<file path="config.mk">
export PLATFORM = sky130hd
export DESIGN_NAME = pci_target_lane_mapper
export DESIGN_NICKNAME = d
export VERILOG_FILES = /design/src/pci_target_lane_mapper.v /design/src/lane_req_fifo.v
export VERILOG_INCLUDE_DIRS = /design/src
export SDC_FILE = /design/constraint.sdc
export NUM_CORES = 1
export LEC_CHECK = 0
export BUFFER_PORTS_ARGS = -buffer_cell sky130_fd_sc_hd__clkbuf_2
export CAP_MARGIN = 20
export CORE_ASPECT_RATIO = 0.75
export CORE_MARGIN = 5
export CORE_UTILIZATION = 45
export DETAILED_ROUTE_END_ITERATION = 7
export MAX_ROUTING_LAYER = met4
export PLACE_DENSITY_LB_ADDON = 0.1
export SYNTH_ARGS = -nofsm -noshare
export SYNTH_HDL_FRONTEND = slang
export SYNTH_HIERARCHICAL = 1
export SYNTH_SLANG_ARGS = --single-unit
</file>
<file path="constraint.sdc">
create_clock -name sys_clk_i -period 11.95 [get_ports sys_clk_i]
set_clock_uncertainty 0.1 [all_clocks]
set_input_delay 1.7925 -clock sys_clk_i [delete_from_list [all_inputs] [get_ports sys_clk_i]]
set_output_delay 1.7925 -clock sys_clk_i [all_outputs]
set_load 0.01 [all_outputs]
</file>
<file path="src/pci_lane_consts.vh">
// Constants for the PCI target lane mapper: port width codes, local
// transfer size codes and local byte-order polarity.
// Assumes inclusion by bare name from the mapper, its checker and its bench.
`ifndef PCI_LANE_CONSTS_VH
`define PCI_LANE_CONSTS_VH

// Port width field codes (width of the addressed peripheral port)
`define PW_32 2'b00
`define PW_16 2'b01
`define PW_8 2'b10

// Local bus transfer size codes
`define SZ_WORD 2'b00
`define SZ_BYTE 2'b01
`define SZ_HALF 2'b10

// Effective order after the image invert: 1 means little-endian
`define ORDER_LITTLE 1'b1

// Default depth of the request FIFO
`define REQ_FIFO_DEPTH 8

`endif

</file>
<file path="src/pci_target_lane_mapper.v">
// PCI target channel lane mapper: turns single-beat PCI requests into
// local bus cycles with size code, low address bits and lane placement.
// Assumes requests are already decoded to one image, all inputs are
// synchronous to sys_clk_i and the local slave acknowledges each cycle.
`timescale 1ns/1ps
`include "pci_lane_consts.vh"
`default_nettype none

// Contract
// Irregular writes become single-byte local writes
// Little-endian write size codes and offsets
// Little-endian write lane replication
// Big-endian write offsets, same size codes
// Big-endian writes byte-swapped, replicated
// 16-bit port: word write as two halves
// 16-bit port: byte/half writes as 32-bit
// 8-bit port: word/half writes split bytes
// Little-endian 32-bit reads keep lanes
// Big-endian 32-bit reads byte-swapped
// Irregular 32-bit reads as byte reads
// Little-endian 16-bit port read lanes
// Big-endian 16-bit port read lanes
// Irregular 16-bit reads as byte reads
// Word read from 16-bit port packed
// Big-endian default, image invert bit
// Port width from image control field
// Ascending order, complete after last
module pci_target_lane_mapper #(
    parameter FIFO_DEPTH = `REQ_FIFO_DEPTH
) (
    // Clock and reset
    input wire sys_clk_i,
    input wire rst_n_i,
    // PCI side request
    input wire req_valid_i,
    output wire req_ready_o,
    input wire req_write_i,
    input wire [3:0] req_be_n_i,
    input wire [31:0] req_data_i,
    // Image and global configuration
    input wire local_byte_order_bit_i,
    input wire image_endian_invert_i,
    input wire [1:0] port_width_field_i,
    // Local bus cycle
    output reg lb_valid_o,
    output reg lb_write_o,
    output reg [1:0] xfer_size_code_o,
    output reg [1:0] lb_addr_o,
    output reg [31:0] lb_wdata_o,
    input wire lb_ack_i,
    input wire [31:0] lb_rdata_i,
    // PCI side completion
    output reg done_o,
    output reg [31:0] done_rdata_o
);

localparam [2:0] ST_IDLE = 3'b001;
localparam [2:0] ST_ISSUE = 3'b010;
localparam [2:0] ST_DONE = 3'b100;

////////////////////////////////////////////////////////////////////////
// Helpers

// Lane l of a word, lane 0 being bits 31:24
function [7:0] lane_get;
    input [31:0] d;
    input [1:0] l;
    begin
        case (l)
            2'd0: lane_get = d[31:24];
            2'd1: lane_get = d[23:16];
            2'd2: lane_get = d[15:8];
            default: lane_get = d[7:0];
        endcase
    end
endfunction

// Replace lane l of a word
function [31:0] lane_put;
    input [31:0] d;
    input [1:0] l;
    input [7:0] v;
    begin
        case (l)
            2'd0: lane_put = {v, d[23:0]};
            2'd1: lane_put = {d[31:24], v, d[15:0]};
            2'd2: lane_put = {d[31:16], v, d[7:0]};
            default: lane_put = {d[31:8], v};
        endcase
    end
endfunction

function [31:0] swap32;
    input [31:0] d;
    begin
        swap32 = {d[7:0], d[15:8], d[23:16], d[31:24]};
    end
endfunction

////////////////////////////////////////////////////////////////////////
// Request FIFO

wire fifo_valid;
wire fifo_ready;
wire [36:0] fifo_data;
wire f_write;
wire [3:0] f_be_n;
wire [31:0] f_data;

lane_req_fifo #(
    .WIDTH(37),
    .DEPTH(FIFO_DEPTH),
    .AW($clog2(FIFO_DEPTH))
) u_req_fifo (
    .sys_clk_i(sys_clk_i),
    .rst_n_i(rst_n_i),
    .in_valid_i(req_valid_i),
    .in_ready_o(req_ready_o),
    .in_data_i({req_write_i, req_be_n_i, req_data_i}),
    .out_valid_o(fifo_valid),
    .out_ready_i(fifo_ready),
    .out_data_o(fifo_data)
);

assign f_write = fifo_data[36];
assign f_be_n = fifo_data[35:32];
assign f_data = fifo_data[31:0];

////////////////////////////////////////////////////////////////////////
// Request state

reg [2:0] state_q;
reg little_q;
reg [1:0] width_q;
reg bytes_only_q;
reg [3:0] pend_q;
reg [3:0] cover_q;
reg [31:0] word_q;
reg [31:0] rd_local_q;

assign fifo_ready = (state_q == ST_IDLE);

// Effective order and mask of local offsets for the head request
wire new_little;
wire [3:0] new_en;
wire [3:0] new_mask;
wire new_regular;
wire [31:0] new_word;

assign new_little = (local_byte_order_bit_i ^ image_endian_invert_i)
                    == `ORDER_LITTLE;
assign new_en = ~f_be_n;
// Little-endian swaps addressing, big-endian swaps lanes
assign new_mask = new_little ? {new_en[0], new_en[1], new_en[2], new_en[3]}
                             : new_en;
assign new_word = new_little ? f_data : swap32(f_data);
assign new_regular = (new_mask == 4'hf) || (new_mask == 4'h3) ||
                     (new_mask == 4'hc) || (new_mask == 4'h1) ||
                     (new_mask == 4'h2) || (new_mask == 4'h4) ||
                     (new_mask == 4'h8);

////////////////////////////////////////////////////////////////////////
// Next local cycle from the offsets still pending

wire [3:0] src_pend;
wire src_bonly;
wire [31:0] src_word;
wire [1:0] src_width;
reg [1:0] c_size;
reg [1:0] c_addr;
reg [3:0] c_cover;
reg [31:0] c_wdata;
reg [7:0] c_byte;
reg [15:0] c_half;

assign src_pend = (state_q == ST_IDLE) ? new_mask : (pend_q & ~cover_q);
assign src_bonly = (state_q == ST_IDLE)
                   ? (!new_regular || port_width_field_i == `PW_8)
                   : bytes_only_q;
assign src_word = (state_q == ST_IDLE) ? new_word : word_q;
assign src_width = (state_q == ST_IDLE) ? port_width_field_i
                                        : width_q;

// Word, then aligned halves, then lowest byte first
always @* begin
    c_size = `SZ_BYTE;
    c_addr = 2'd0;
    c_cover = 4'h0;
    c_wdata = 32'h0000_0000;
    c_byte = 8'h00;
    c_half = 16'h0000;
    if (!src_bonly && src_pend == 4'hf &&
        src_width != `PW_16) begin
        c_size = `SZ_WORD;
        c_cover = 4'hf;
        c_wdata = src_word;
    end else if (!src_bonly && src_pend[0] && src_pend[1]) begin
        c_size = `SZ_HALF;
        c_cover = 4'h3;
        c_half = src_word[31:16];
        c_wdata = {c_half, 16'h0000};
    end else if (!src_bonly && src_pend[2] && src_pend[3]) begin
        c_size = `SZ_HALF;
        c_addr = 2'd2;
        c_cover = 4'hc;
        c_half = src_word[15:0];
        c_wdata = {c_half, c_half};
    end else begin
        if (src_pend[0]) begin
            c_addr = 2'd0;
        end else if (src_pend[1]) begin
            c_addr = 2'd1;
        end else if (src_pend[2]) begin
            c_addr = 2'd2;
        end else begin
            c_addr = 2'd3;
        end
        c_cover = 4'h1 << c_addr;
        c_byte = lane_get(src_word, c_addr);
        case (c_addr)
            2'd0: c_wdata = {c_byte, 24'h00_0000};
            2'd1: c_wdata = {c_byte, c_byte, 16'h0000};
            2'd2: c_wdata = {c_byte, 8'h00, c_byte, 8'h00};
            default: c_wdata = {c_byte, c_byte, 8'h00, c_byte};
        endcase
    end
end

////////////////////////////////////////////////////////////////////////
// Read lane selection for the acknowledged cycle

reg [1:0] rd_src;
reg [31:0] rd_next;

// Source lane depends on port width, destination on offset
always @* begin
    rd_src = 2'd0;
    rd_next = rd_local_q;
    case (xfer_size_code_o)
        `SZ_WORD: rd_next = lb_rdata_i;
        `SZ_HALF: begin
            if (width_q != `PW_16 && lb_addr_o == 2'd2) begin
                rd_next = {rd_local_q[31:16], lb_rdata_i[15:0]};
            end else if (lb_addr_o == 2'd2) begin
                rd_next = {rd_local_q[31:16], lb_rdata_i[31:16]};
            end else begin
                rd_next = {lb_rdata_i[31:16], rd_local_q[15:0]};
            end
        end
        default: begin
            if (width_q == `PW_16) begin
                rd_src = {1'b0, lb_addr_o[0]};
            end else if (width_q == `PW_8) begin
                rd_src = 2'd0;
            end else begin
                rd_src = lb_addr_o;
            end
            rd_next = lane_put(rd_local_q, lb_addr_o,
                               lane_get(lb_rdata_i, rd_src));
        end
    endcase
end

////////////////////////////////////////////////////////////////////////
// Sequencer

// Load a request, run its local cycles, then signal completion
always @(posedge sys_clk_i or negedge rst_n_i) begin
    if (!rst_n_i) begin
        state_q <= ST_IDLE;
        little_q <= 1'b0;
        width_q <= `PW_32;
        bytes_only_q <= 1'b0;
        pend_q <= 4'h0;
        cover_q <= 4'h0;
        word_q <= 32'h0000_0000;
        rd_local_q <= 32'h0000_0000;
        lb_valid_o <= 1'b0;
        lb_write_o <= 1'b0;
        xfer_size_code_o <= `SZ_WORD;
        lb_addr_o <= 2'd0;
        lb_wdata_o <= 32'h0000_0000;
        done_o <= 1'b0;
        done_rdata_o <= 32'h0000_0000;
    end else begin
        done_o <= 1'b0;
        case (state_q)
            ST_IDLE: begin
                if (fifo_valid) begin
                    little_q <= new_little;
                    width_q <= port_width_field_i;
                    bytes_only_q <= src_bonly;
                    pend_q <= new_mask;
                    word_q <= new_word;
                    rd_local_q <= 32'h0000_0000;
                    lb_write_o <= f_write;
                    if (new_mask == 4'h0) begin
                        state_q <= ST_DONE;
                    end else begin
                        cover_q <= c_cover;
                        xfer_size_code_o <= c_size;
                        lb_addr_o <= c_addr;
                        lb_wdata_o <= c_wdata;
                        lb_valid_o <= 1'b1;
                        state_q <= ST_ISSUE;
                    end
                end
            end
            ST_ISSUE: begin
                if (lb_ack_i) begin
                    if (!lb_write_o) begin
                        rd_local_q <= rd_next;
                    end
                    pend_q <= src_pend;
                    if (src_pend == 4'h0) begin
                        lb_valid_o <= 1'b0;
                        state_q <= ST_DONE;
                    end else begin
                        cover_q <= c_cover;
                        xfer_size_code_o <= c_size;
                        lb_addr_o <= c_addr;
                        lb_wdata_o <= c_wdata;
                    end
                end
            end
            ST_DONE: begin
                done_o <= 1'b1;
                done_rdata_o <= little_q ? rd_local_q
                                         : swap32(rd_local_q);
                state_q <= ST_IDLE;
            end
            default: begin
                lb_valid_o <= 1'b0;
                state_q <= ST_IDLE;
            end
        endcase
    end
end

endmodule // pci_target_lane_mapper
`default_nettype wire

</file>
<file path="src/lane_req_fifo.v">
// Synchronous request FIFO with valid/ready on both sides.
// Assumes one clock and an active-low asynchronous reset.
`timescale 1ns/1ps
`default_nettype none

module lane_req_fifo #(
    parameter WIDTH = 37,
    parameter DEPTH = 8,
    parameter AW = 3
) (
    // Clock and reset
    input wire sys_clk_i,
    input wire rst_n_i,
    // Fill side
    input wire in_valid_i,
    output reg in_ready_o,
    input wire [WIDTH-1:0] in_data_i,
    // Drain side
    output reg out_valid_o,
    input wire out_ready_i,
    output wire [WIDTH-1:0] out_data_o
);

reg [WIDTH-1:0] mem_q [0:DEPTH-1];
reg [AW-1:0] wr_ptr_q;
reg [AW-1:0] rd_ptr_q;
reg [AW:0] count_q;
reg [AW:0] count_d;
wire push;
wire pop;

assign push = in_valid_i & in_ready_o;
assign pop = out_valid_o & out_ready_i;
assign out_data_o = mem_q[rd_ptr_q];

// Occupancy after this cycle
always @* begin
    count_d = count_q;
    if (push && !pop) begin
        count_d = count_q + {{AW{1'b0}}, 1'b1};
    end else if (pop && !push) begin
        count_d = count_q - {{AW{1'b0}}, 1'b1};
    end
end

// Storage array, written only on a push
always @(posedge sys_clk_i) begin
    if (push) begin
        mem_q[wr_ptr_q] <= in_data_i;
    end
end

// Pointers and honest full/empty flags
always @(posedge sys_clk_i or negedge rst_n_i) begin
    if (!rst_n_i) begin
        wr_ptr_q <= {AW{1'b0}};
        rd_ptr_q <= {AW{1'b0}};
        count_q <= {(AW+1){1'b0}};
        in_ready_o <= 1'b1;
        out_valid_o <= 1'b0;
    end else begin
        if (push) begin
            wr_ptr_q <= (wr_ptr_q == DEPTH - 1) ? {AW{1'b0}}
                                                : wr_ptr_q + 1'b1;
        end
        if (pop) begin
            rd_ptr_q <= (rd_ptr_q == DEPTH - 1) ? {AW{1'b0}}
                                                : rd_ptr_q + 1'b1;
        end
        count_q <= count_d;
        in_ready_o <= (count_d != DEPTH);
        out_valid_o <= (count_d != {(AW+1){1'b0}});
    end
end

endmodule // lane_req_fifo
`default_nettype wire

</file>
==> impl_metrics.py, run 1 <==
metrics = {
    "outcome": {
        "status": "finished clean",
    },
    "worst_hold_path": {
        "min_path_cells": 2,
        "hold_start": "lb_wdata_o[0]$_DFFE_PN0P_",
        "min-delay-path-class": "reg -> reg",
        "holdPathEnd": "lb_wdata_o[0]$_DFFE_PN0P_",
    },
    "power": {
        "cellLeakagePower_nw": 8.847,
        "power.density_mw_per_mm2": 282.2,
        "vdd_drop_max_uv": 177.1,
        "design_power_total_mw": 6.604,
    },
    "synth": {
        "synth_top_family_by_area": "multiplexers",
        "synth_top_flop_cell": "edfxtp_1",
        "syn_inst": 1512,
        "synth_top_area_share_pct": 43.26,
        "ys_seq_area_share_pct": 63.00,
        "synthArstFlopShare_pct": 35.37,
        "synth_top_cell_by_area": "edfxtp_1",
        "synth_compound_gate_area_share_pct": 12.02,
        "netlist_area_mm2": 0.02055,
        "synth-edff-count": 296,
        "syn-num-nets": 1595,
        "ys_ff_latch": 458,
        "synth_warnings": 6,
        "synth.area.top_cells": "edfxtp_1, dfrtp_1, mux4_2",
        "synth_xor_area_share_pct": 0.3045,
        "synth.distinct_cells": 80,
        "synth.top_cells.by_count": "edfxtp_1, nand2_1, dfrtp_1",
        "avgSynthCellArea_um2": 13.59,
        "synth-simple-area-share_pct": 8.313,
        "synthAdderAreaFrac_pct": 0.3654,
        "muxShareOfSynthArea_pct": 13.28,
        "synth.most_common_cell": "edfxtp_1",
    },
    "routing": {
        "vias_per_cell": 5.858,
        "routed_wl_um": 51940,
        "drt_iter0_markers": 1163,
        "ant_nets": 0,
        "vias": 13250,
        "wire_per_inst_um": 22.97,
        "drt_drc_violations_left": 0,
        "dr.pass1.iters": 5,
    },
    "critical_path": {
        "r2r_slack_ps": 6690,
        "critPathKind": "reg -> reg",
        "r2r-start": "u_req_fifo/rd_ptr_q[0]$_DFFE_PN0P_",
        "reg2reg_to": "lb_wdata_o[31]$_DFFE_PN0P_",
        "required_ps": 12320,
        "cp-start-kind": "flop",
        "reg2reg_depth": 9,
        "cp_max_fo": 43,
        "cp.arrival_ps": 5630,
        "crit_path_end_kind": "flop",
    },
    "timing": {
        "grt_setup_unrepaired": "no",
        "report.final.slew_viol_count": 0,
        "post-route-period-util_pct": 43.99,
        "hold_viol": 0,
        "timing.fmax_mhz": 190.2,
        "worst_pin_slew_ps": 1103,
        "period_minus_slack_ps": 5257,
        "finalSetupViolations": 0,
        "slew_headroom_pct": 26.48,
        "setup_tns_ps": 0,
    },
    "place": {
        "gp_congestion": 0.8705,
        "io_buffers": 148,
        "hpwl_um": 33660,
        "place_inst": 2172,
        "dpl-instance-area_mm2": 0.02186,
    },
    "die": {
        "num_rows": 67,
        "die_h_um": 195.1,
        "die_area_mm2": 0.05008,
        "start_util_pct": 45.73,
        "core_mm2": 0.04493,
        "pin_count": 149,
        "die_x_um": 256.7,
    },
    "grt": {
        "grt_pass1_wl_um": 80610,
        "grt_overflow_total": 0,
        "grt_usage_pct": 20.98,
        "grt_start_max_net_pins": 79,
        "antenna_found_initial": 2,
        "grt_pass1_vias": 13290,
    },
    "cells_and_area": {
        "ff_latch_area_mm2": 0.01295,
        "design_area_mm2": 0.02340,
        "drive_above_1_share_pct": 23.79,
        "area_delta_synth_final_pct": 13.90,
        "num-nets-final": 1718,
        "fill_cells": 3806,
        "final_cell_count_no_fill": 2261,
        "multi_input_area_mm2": 0.007117,
    },
    "clock_network": {
        "cts_tree": "done",
        "htreeDepth": 2,
        "cts_sinks": 458,
        "insertion_delay_ps": 570,
        "cts_hold_buffers": 0,
        "cts_buffers": 47,
        "path_clk_slew_ps": 60,
        "root_buffer": "clkbuf_16",
        "cts_setup_buffers": 0,
        "ctsResizeCount": 0,
        "clk_path_buf_depth": 3,
    },
    "flow_run": {
        "max_cap_viol_count": 0,
    },
}
==> logic make-up after synthesis <==
| kind of cell | after synthesis |
|---|---|
| multiplexers | 175 |
| XOR/XNOR | 5 |
| AO/OA/AOI/OAI | 366 |
| buffers and inverters | 130 |
| flip-flops | 458 |
| adder cells (fa/ha/maj) | 6 |
| AND/OR/NAND/NOR | 372 |
==> how the worst max path moves through the flow <==
stage                                             from                          endpoint  slack [ps]  cells after the start
floorplan                                  req_valid_i  u_req_fifo/mem_q[0][0]$_DFFE_PP_        5650                      3
global placement    u_req_fifo/rd_ptr_q[0]$_DFFE_PN0P_        lb_wdata_o[31]$_DFFE_PN0P_        6830                      9
detailed placement  u_req_fifo/rd_ptr_q[0]$_DFFE_PN0P_        lb_wdata_o[31]$_DFFE_PN0P_        6730                      9
CTS                 u_req_fifo/rd_ptr_q[0]$_DFFE_PN0P_        lb_wdata_o[31]$_DFFE_PN0P_        6690                      9
global route        u_req_fifo/rd_ptr_q[0]$_DFFE_PN0P_        lb_wdata_o[31]$_DFFE_PN0P_        6250                      9
finish              u_req_fifo/rd_ptr_q[0]$_DFFE_PN0P_        lb_wdata_o[31]$_DFFE_PN0P_        6690                      9
==> worst max-delay path, stage by stage (launching register included) <==
cell,delay [ps]
dfrtp_4,880
buf_4,800
mux4_2,600
mux2_2,440
nand2_1,170
a21o_1,110
a32oi_2,220
a21oi_1,900
nand2_1,480
o311ai_1,380
==> metrics by stage <==
step / hold WS, ps / utilization, % / setup WS (ps)
2_1_floorplan: 349.7 / - / 5654
3_3_place_gp: 361.4 / 48.62 / 6826
3_5_place_dp: 369.5 / 48.65 / 6727
4_1_cts: 383.6 / 52.07 / 6692
5_1_grt: 396.7 / 52.08 / 6252
6_report: 377.7 / 52.08 / 6693
==> cells in the final DEF (no fill, tap or decap), drive strengths merged, types with 15 or more instances in the layout <==
cell type,Yosys,routed
a21oi,65,65
a22o,30,30
a22oi,30,30
buf,37,26
clkbuf,62,209
clkinv,0,15
dfrtp,160,160
edfxtp,296,296
inv,31,34
mux2,40,40
mux2i,61,61
mux4,74,74
nand2,162,162
nand3,38,38
nand4,16,16
nor2,83,83
o2111ai,19,19
o21ai,103,103
o22ai,27,27
==> power by group <==
part | leakage [nW] | internal (mW) | total [mW] | switching [mW]
Clock | 0.756 | 0.843 | 1.46 | 0.616
Combinational | 3.34 | 1.05 | 2.78 | 1.73
Sequential | 4.76 | 2.07 | 2.36 | 0.293
==> cell type report <==
cell class,instances,area share [%]
tap,586,3.133
inverter,31,0.4972
clock buffer,62,5.438
clock inverter,25,1.128
sequential,458,55.36
multi-input combinational,924,30.41
timing repair buffer,173,4.010
antenna,2,0.02139
==> per-layer routing <==
metal	track usage (%)	up-vias	routed length [µm]
li1	-	6105	-
met1	30.21	6722	24020
met2	32.02	329	24250
met3	3.086	89	2404
met4	5.147	0	1270
met5	-	-	0
==> registers in the layout (all words and copies together), names as in the netlist <==
register and flops:
bytes_only_q 1, cover_q 4, done_o 1, done_rdata_o 32, lb_addr_o 2, lb_valid_o 1, lb_wdata_o 32, lb_write_o 1
little_q 1, pend_q 4, rd_local_q 32, state_q 3, u_req_fifo/count_q 4, u_req_fifo/in_ready_o 1, u_req_fifo/mem_q 296, u_req_fifo/out_valid_o 1
u_req_fifo/rd_ptr_q 3, u_req_fifo/wr_ptr_q 3, width_q 2, word_q 32, xfer_size_code_o 2
Power figures use the tool's default switching activity.
==> run 2: changes to the inputs <==
==> constraint.sdc (replaced) <==
create_clock -name sys_clk_i -period 4.77 [get_ports sys_clk_i]
set_clock_uncertainty 0.1 [all_clocks]
set_input_delay 0.7155 -clock sys_clk_i [delete_from_list [all_inputs] [get_ports sys_clk_i]]
set_output_delay 0.7155 -clock sys_clk_i [all_outputs]
set_load 0.01 [all_outputs]
==> run 2 against run 1 <==
Critical path depth decreased by 1. Core utilization shrank 0.11 points. Total power increased to 2.5 times the previous value. Routed wire length increased by 4.3%. Hold slack got worse by 200 ps. Die area unchanged. Critical path type unchanged. Critical endpoint unchanged. Largest cell class unchanged.
==> impl_metrics.py, run 2 (synthesis results as in run 1) <==
metrics = {
    "outcome": {
        "status": "finished clean",
    },
    "grt": {
        "grt_usage_pct": 22.11,
        "grt_overflow_total": 0,
        "antenna_found_initial": 3,
        "grt_pass1_wl_um": 84010,
        "grt_start_max_net_pins": 105,
        "grt_pass1_vias": 13500,
    },
    "critical_path": {
        "cp.arrival_ps": 4530,
        "r2r-start": "u_req_fifo/rd_ptr_q[0]$_DFFE_PN0P_",
        "reg2reg_depth": 8,
        "critPathKind": "reg -> reg",
        "r2r_slack_ps": 610,
        "cp-start-kind": "flop",
        "crit_path_end_kind": "flop",
        "cp_max_fo": 21,
        "required_ps": 5130,
        "reg2reg_to": "lb_wdata_o[31]$_DFFE_PN0P_",
    },
    "timing": {
        "setup_tns_ps": 0,
        "worst_slack_ps": 607.7,
        "slew_headroom_pct": 29.42,
        "hold_viol": 0,
        "report.final.slew_viol_count": 0,
        "grt_setup_unrepaired": "no",
        "period_minus_slack_ps": 4162,
        "hold_slack_ps": 178.7,
        "worst_pin_slew_ps": 1059,
        "post-route-period-util_pct": 87.26,
        "timing.fmax_mhz": 240.3,
        "finalSetupViolations": 0,
    },
    "clock_network": {
        "cts_sinks": 458,
        "insertion_delay_ps": 570,
        "cts_setup_buffers": 0,
        "path_clk_slew_ps": 60,
        "root_buffer": "clkbuf_16",
        "cts_tree": "done",
        "clk_path_buf_depth": 3,
        "cts_buffers": 46,
        "cts_hold_buffers": 0,
        "htreeDepth": 2,
        "ctsResizeCount": 0,
    },
    "die": {
        "pin_count": 149,
        "die_x_um": 256.7,
        "die_h_um": 195.1,
        "die_area_mm2": 0.05008,
        "core_mm2": 0.04493,
        "num_rows": 67,
        "start_util_pct": 45.73,
    },
    "power": {
        "swShare_pct": 40.91,
        "p_clk_share_pct": 20.9,
        "p_seq_share_pct": 35.8,
        "vdd_drop_max_uv": 407.3,
        "intPower_mw": 9.764,
        "power.density_mw_per_mm2": 707.6,
        "p_comb_share_pct": 43.3,
        "cellLeakagePower_nw": 8.807,
        "design_power_total_mw": 16.52,
        "p_switching_mw": 6.759,
    },
    "cells_and_area": {
        "multi_input_area_mm2": 0.007126,
        "top_register": "u_req_fifo/mem_q",
        "num-nets-final": 1720,
        "area_delta_synth_final_pct": 13.65,
        "drive_above_1_share_pct": 23.19,
        "fin_util_pct": 51.97,
        "ff_latch_area_mm2": 0.01295,
        "largest_reg_flops": 296,
        "fill_cells": 3807,
        "final_cell_mix": "edfxtp_1, nand2_1, dfrtp_1",
        "final_common_cell": "edfxtp_1",
    },
    "routing": {
        "wire_per_inst_um": 23.96,
        "vias": 13470,
        "routed_wl_um": 54200,
        "ant_nets": 0,
        "vias_per_cell": 5.956,
        "drt_iter0_markers": 1083,
        "drt_drc_violations_left": 0,
        "dr.pass1.iters": 5,
    },
    "place": {
        "io_buffers": 148,
        "hpwl_um": 35860,
        "gp_congestion": 0.8917,
        "pre_cts_ws_ps": 631.9,
    },
    "worst_hold_path": {
        "min-delay-path-class": "in -> async",
    },
    "flow_run": {
        "max_cap_viol_count": 0,
    },
}
-- run 2: cell type report --
cell class	count	share of cell area, %
well taps	586	3.140
clock buffers	57	5.192
diodes	3	0.03215
repair buffers	176	4.206
multi-input cells	924	30.52
flip-flops and latches	458	55.47
inverters	31	0.4983
clock inverters	27	0.9431
-- run 2: worst max-delay path, cell delays in order, from the launching register on --
cell and delay (ps):
dfrtp_4 710, mux4_2 560, mux2_2 430, nand2_1 160, a21o_1 110, a32oi_2 210, a21oi_1 870, nand2_1 470
o311ai_1 410
-- run 2: metrics by stage --
stage	instance area [µm²]	instances
2_1_floorplan	20550	1512
4_1_cts	23330	2258
3_3_place_gp	21900	2174
5_1_grt	23350	2262
6_report	23350	2262
3_5_place_dp	21900	2174
-- run 2: worst max-delay path by stage --
stage                                        from  depth (start not counted)  slack [ps]                                to
5_1_grt        u_req_fifo/rd_ptr_q[0]$_DFFE_PN0P_                          8         270        lb_wdata_o[31]$_DFFE_PN0P_
3_3_place_gp   u_req_fifo/rd_ptr_q[0]$_DFFE_PN0P_                          8         840        lb_wdata_o[31]$_DFFE_PN0P_
4_1_cts        u_req_fifo/rd_ptr_q[0]$_DFFE_PN0P_                          8         600        lb_wdata_o[31]$_DFFE_PN0P_
3_5_place_dp   u_req_fifo/rd_ptr_q[0]$_DFFE_PN0P_                          8         630        lb_wdata_o[31]$_DFFE_PN0P_
2_1_floorplan                         req_valid_i                          3         520  u_req_fifo/mem_q[2][0]$_DFFE_PP_
6_report       u_req_fifo/rd_ptr_q[0]$_DFFE_PN0P_                          8         610        lb_wdata_o[31]$_DFFE_PN0P_
-- run 2: metal layers --
layer | wire, µm | part of all wire [%] | up-vias | track usage [%]
met3 | 3138 | 5.8 | 86 | 4.015
met4 | 1068 | 2.0 | 0 | 4.650
met5 | 0 | 0 | - | -
met2 | 24540 | 45 | 423 | 32.71
met1 | 25450 | 47 | 6847 | 32.56
li1 | - | - | 6117 | -
-- run 2: power groups by stage --
stage                     Combinational, mW  Clock [mW]  Sequential, mW
final                                  7.15        3.46            5.92
after global placement                 7.07           0            5.96
after detailed placement               7.14           0            6.00
after CTS                              7.17        3.54            5.92
after floorplan                        5.03           0            5.75
after global routing                   7.83        3.71            6.03
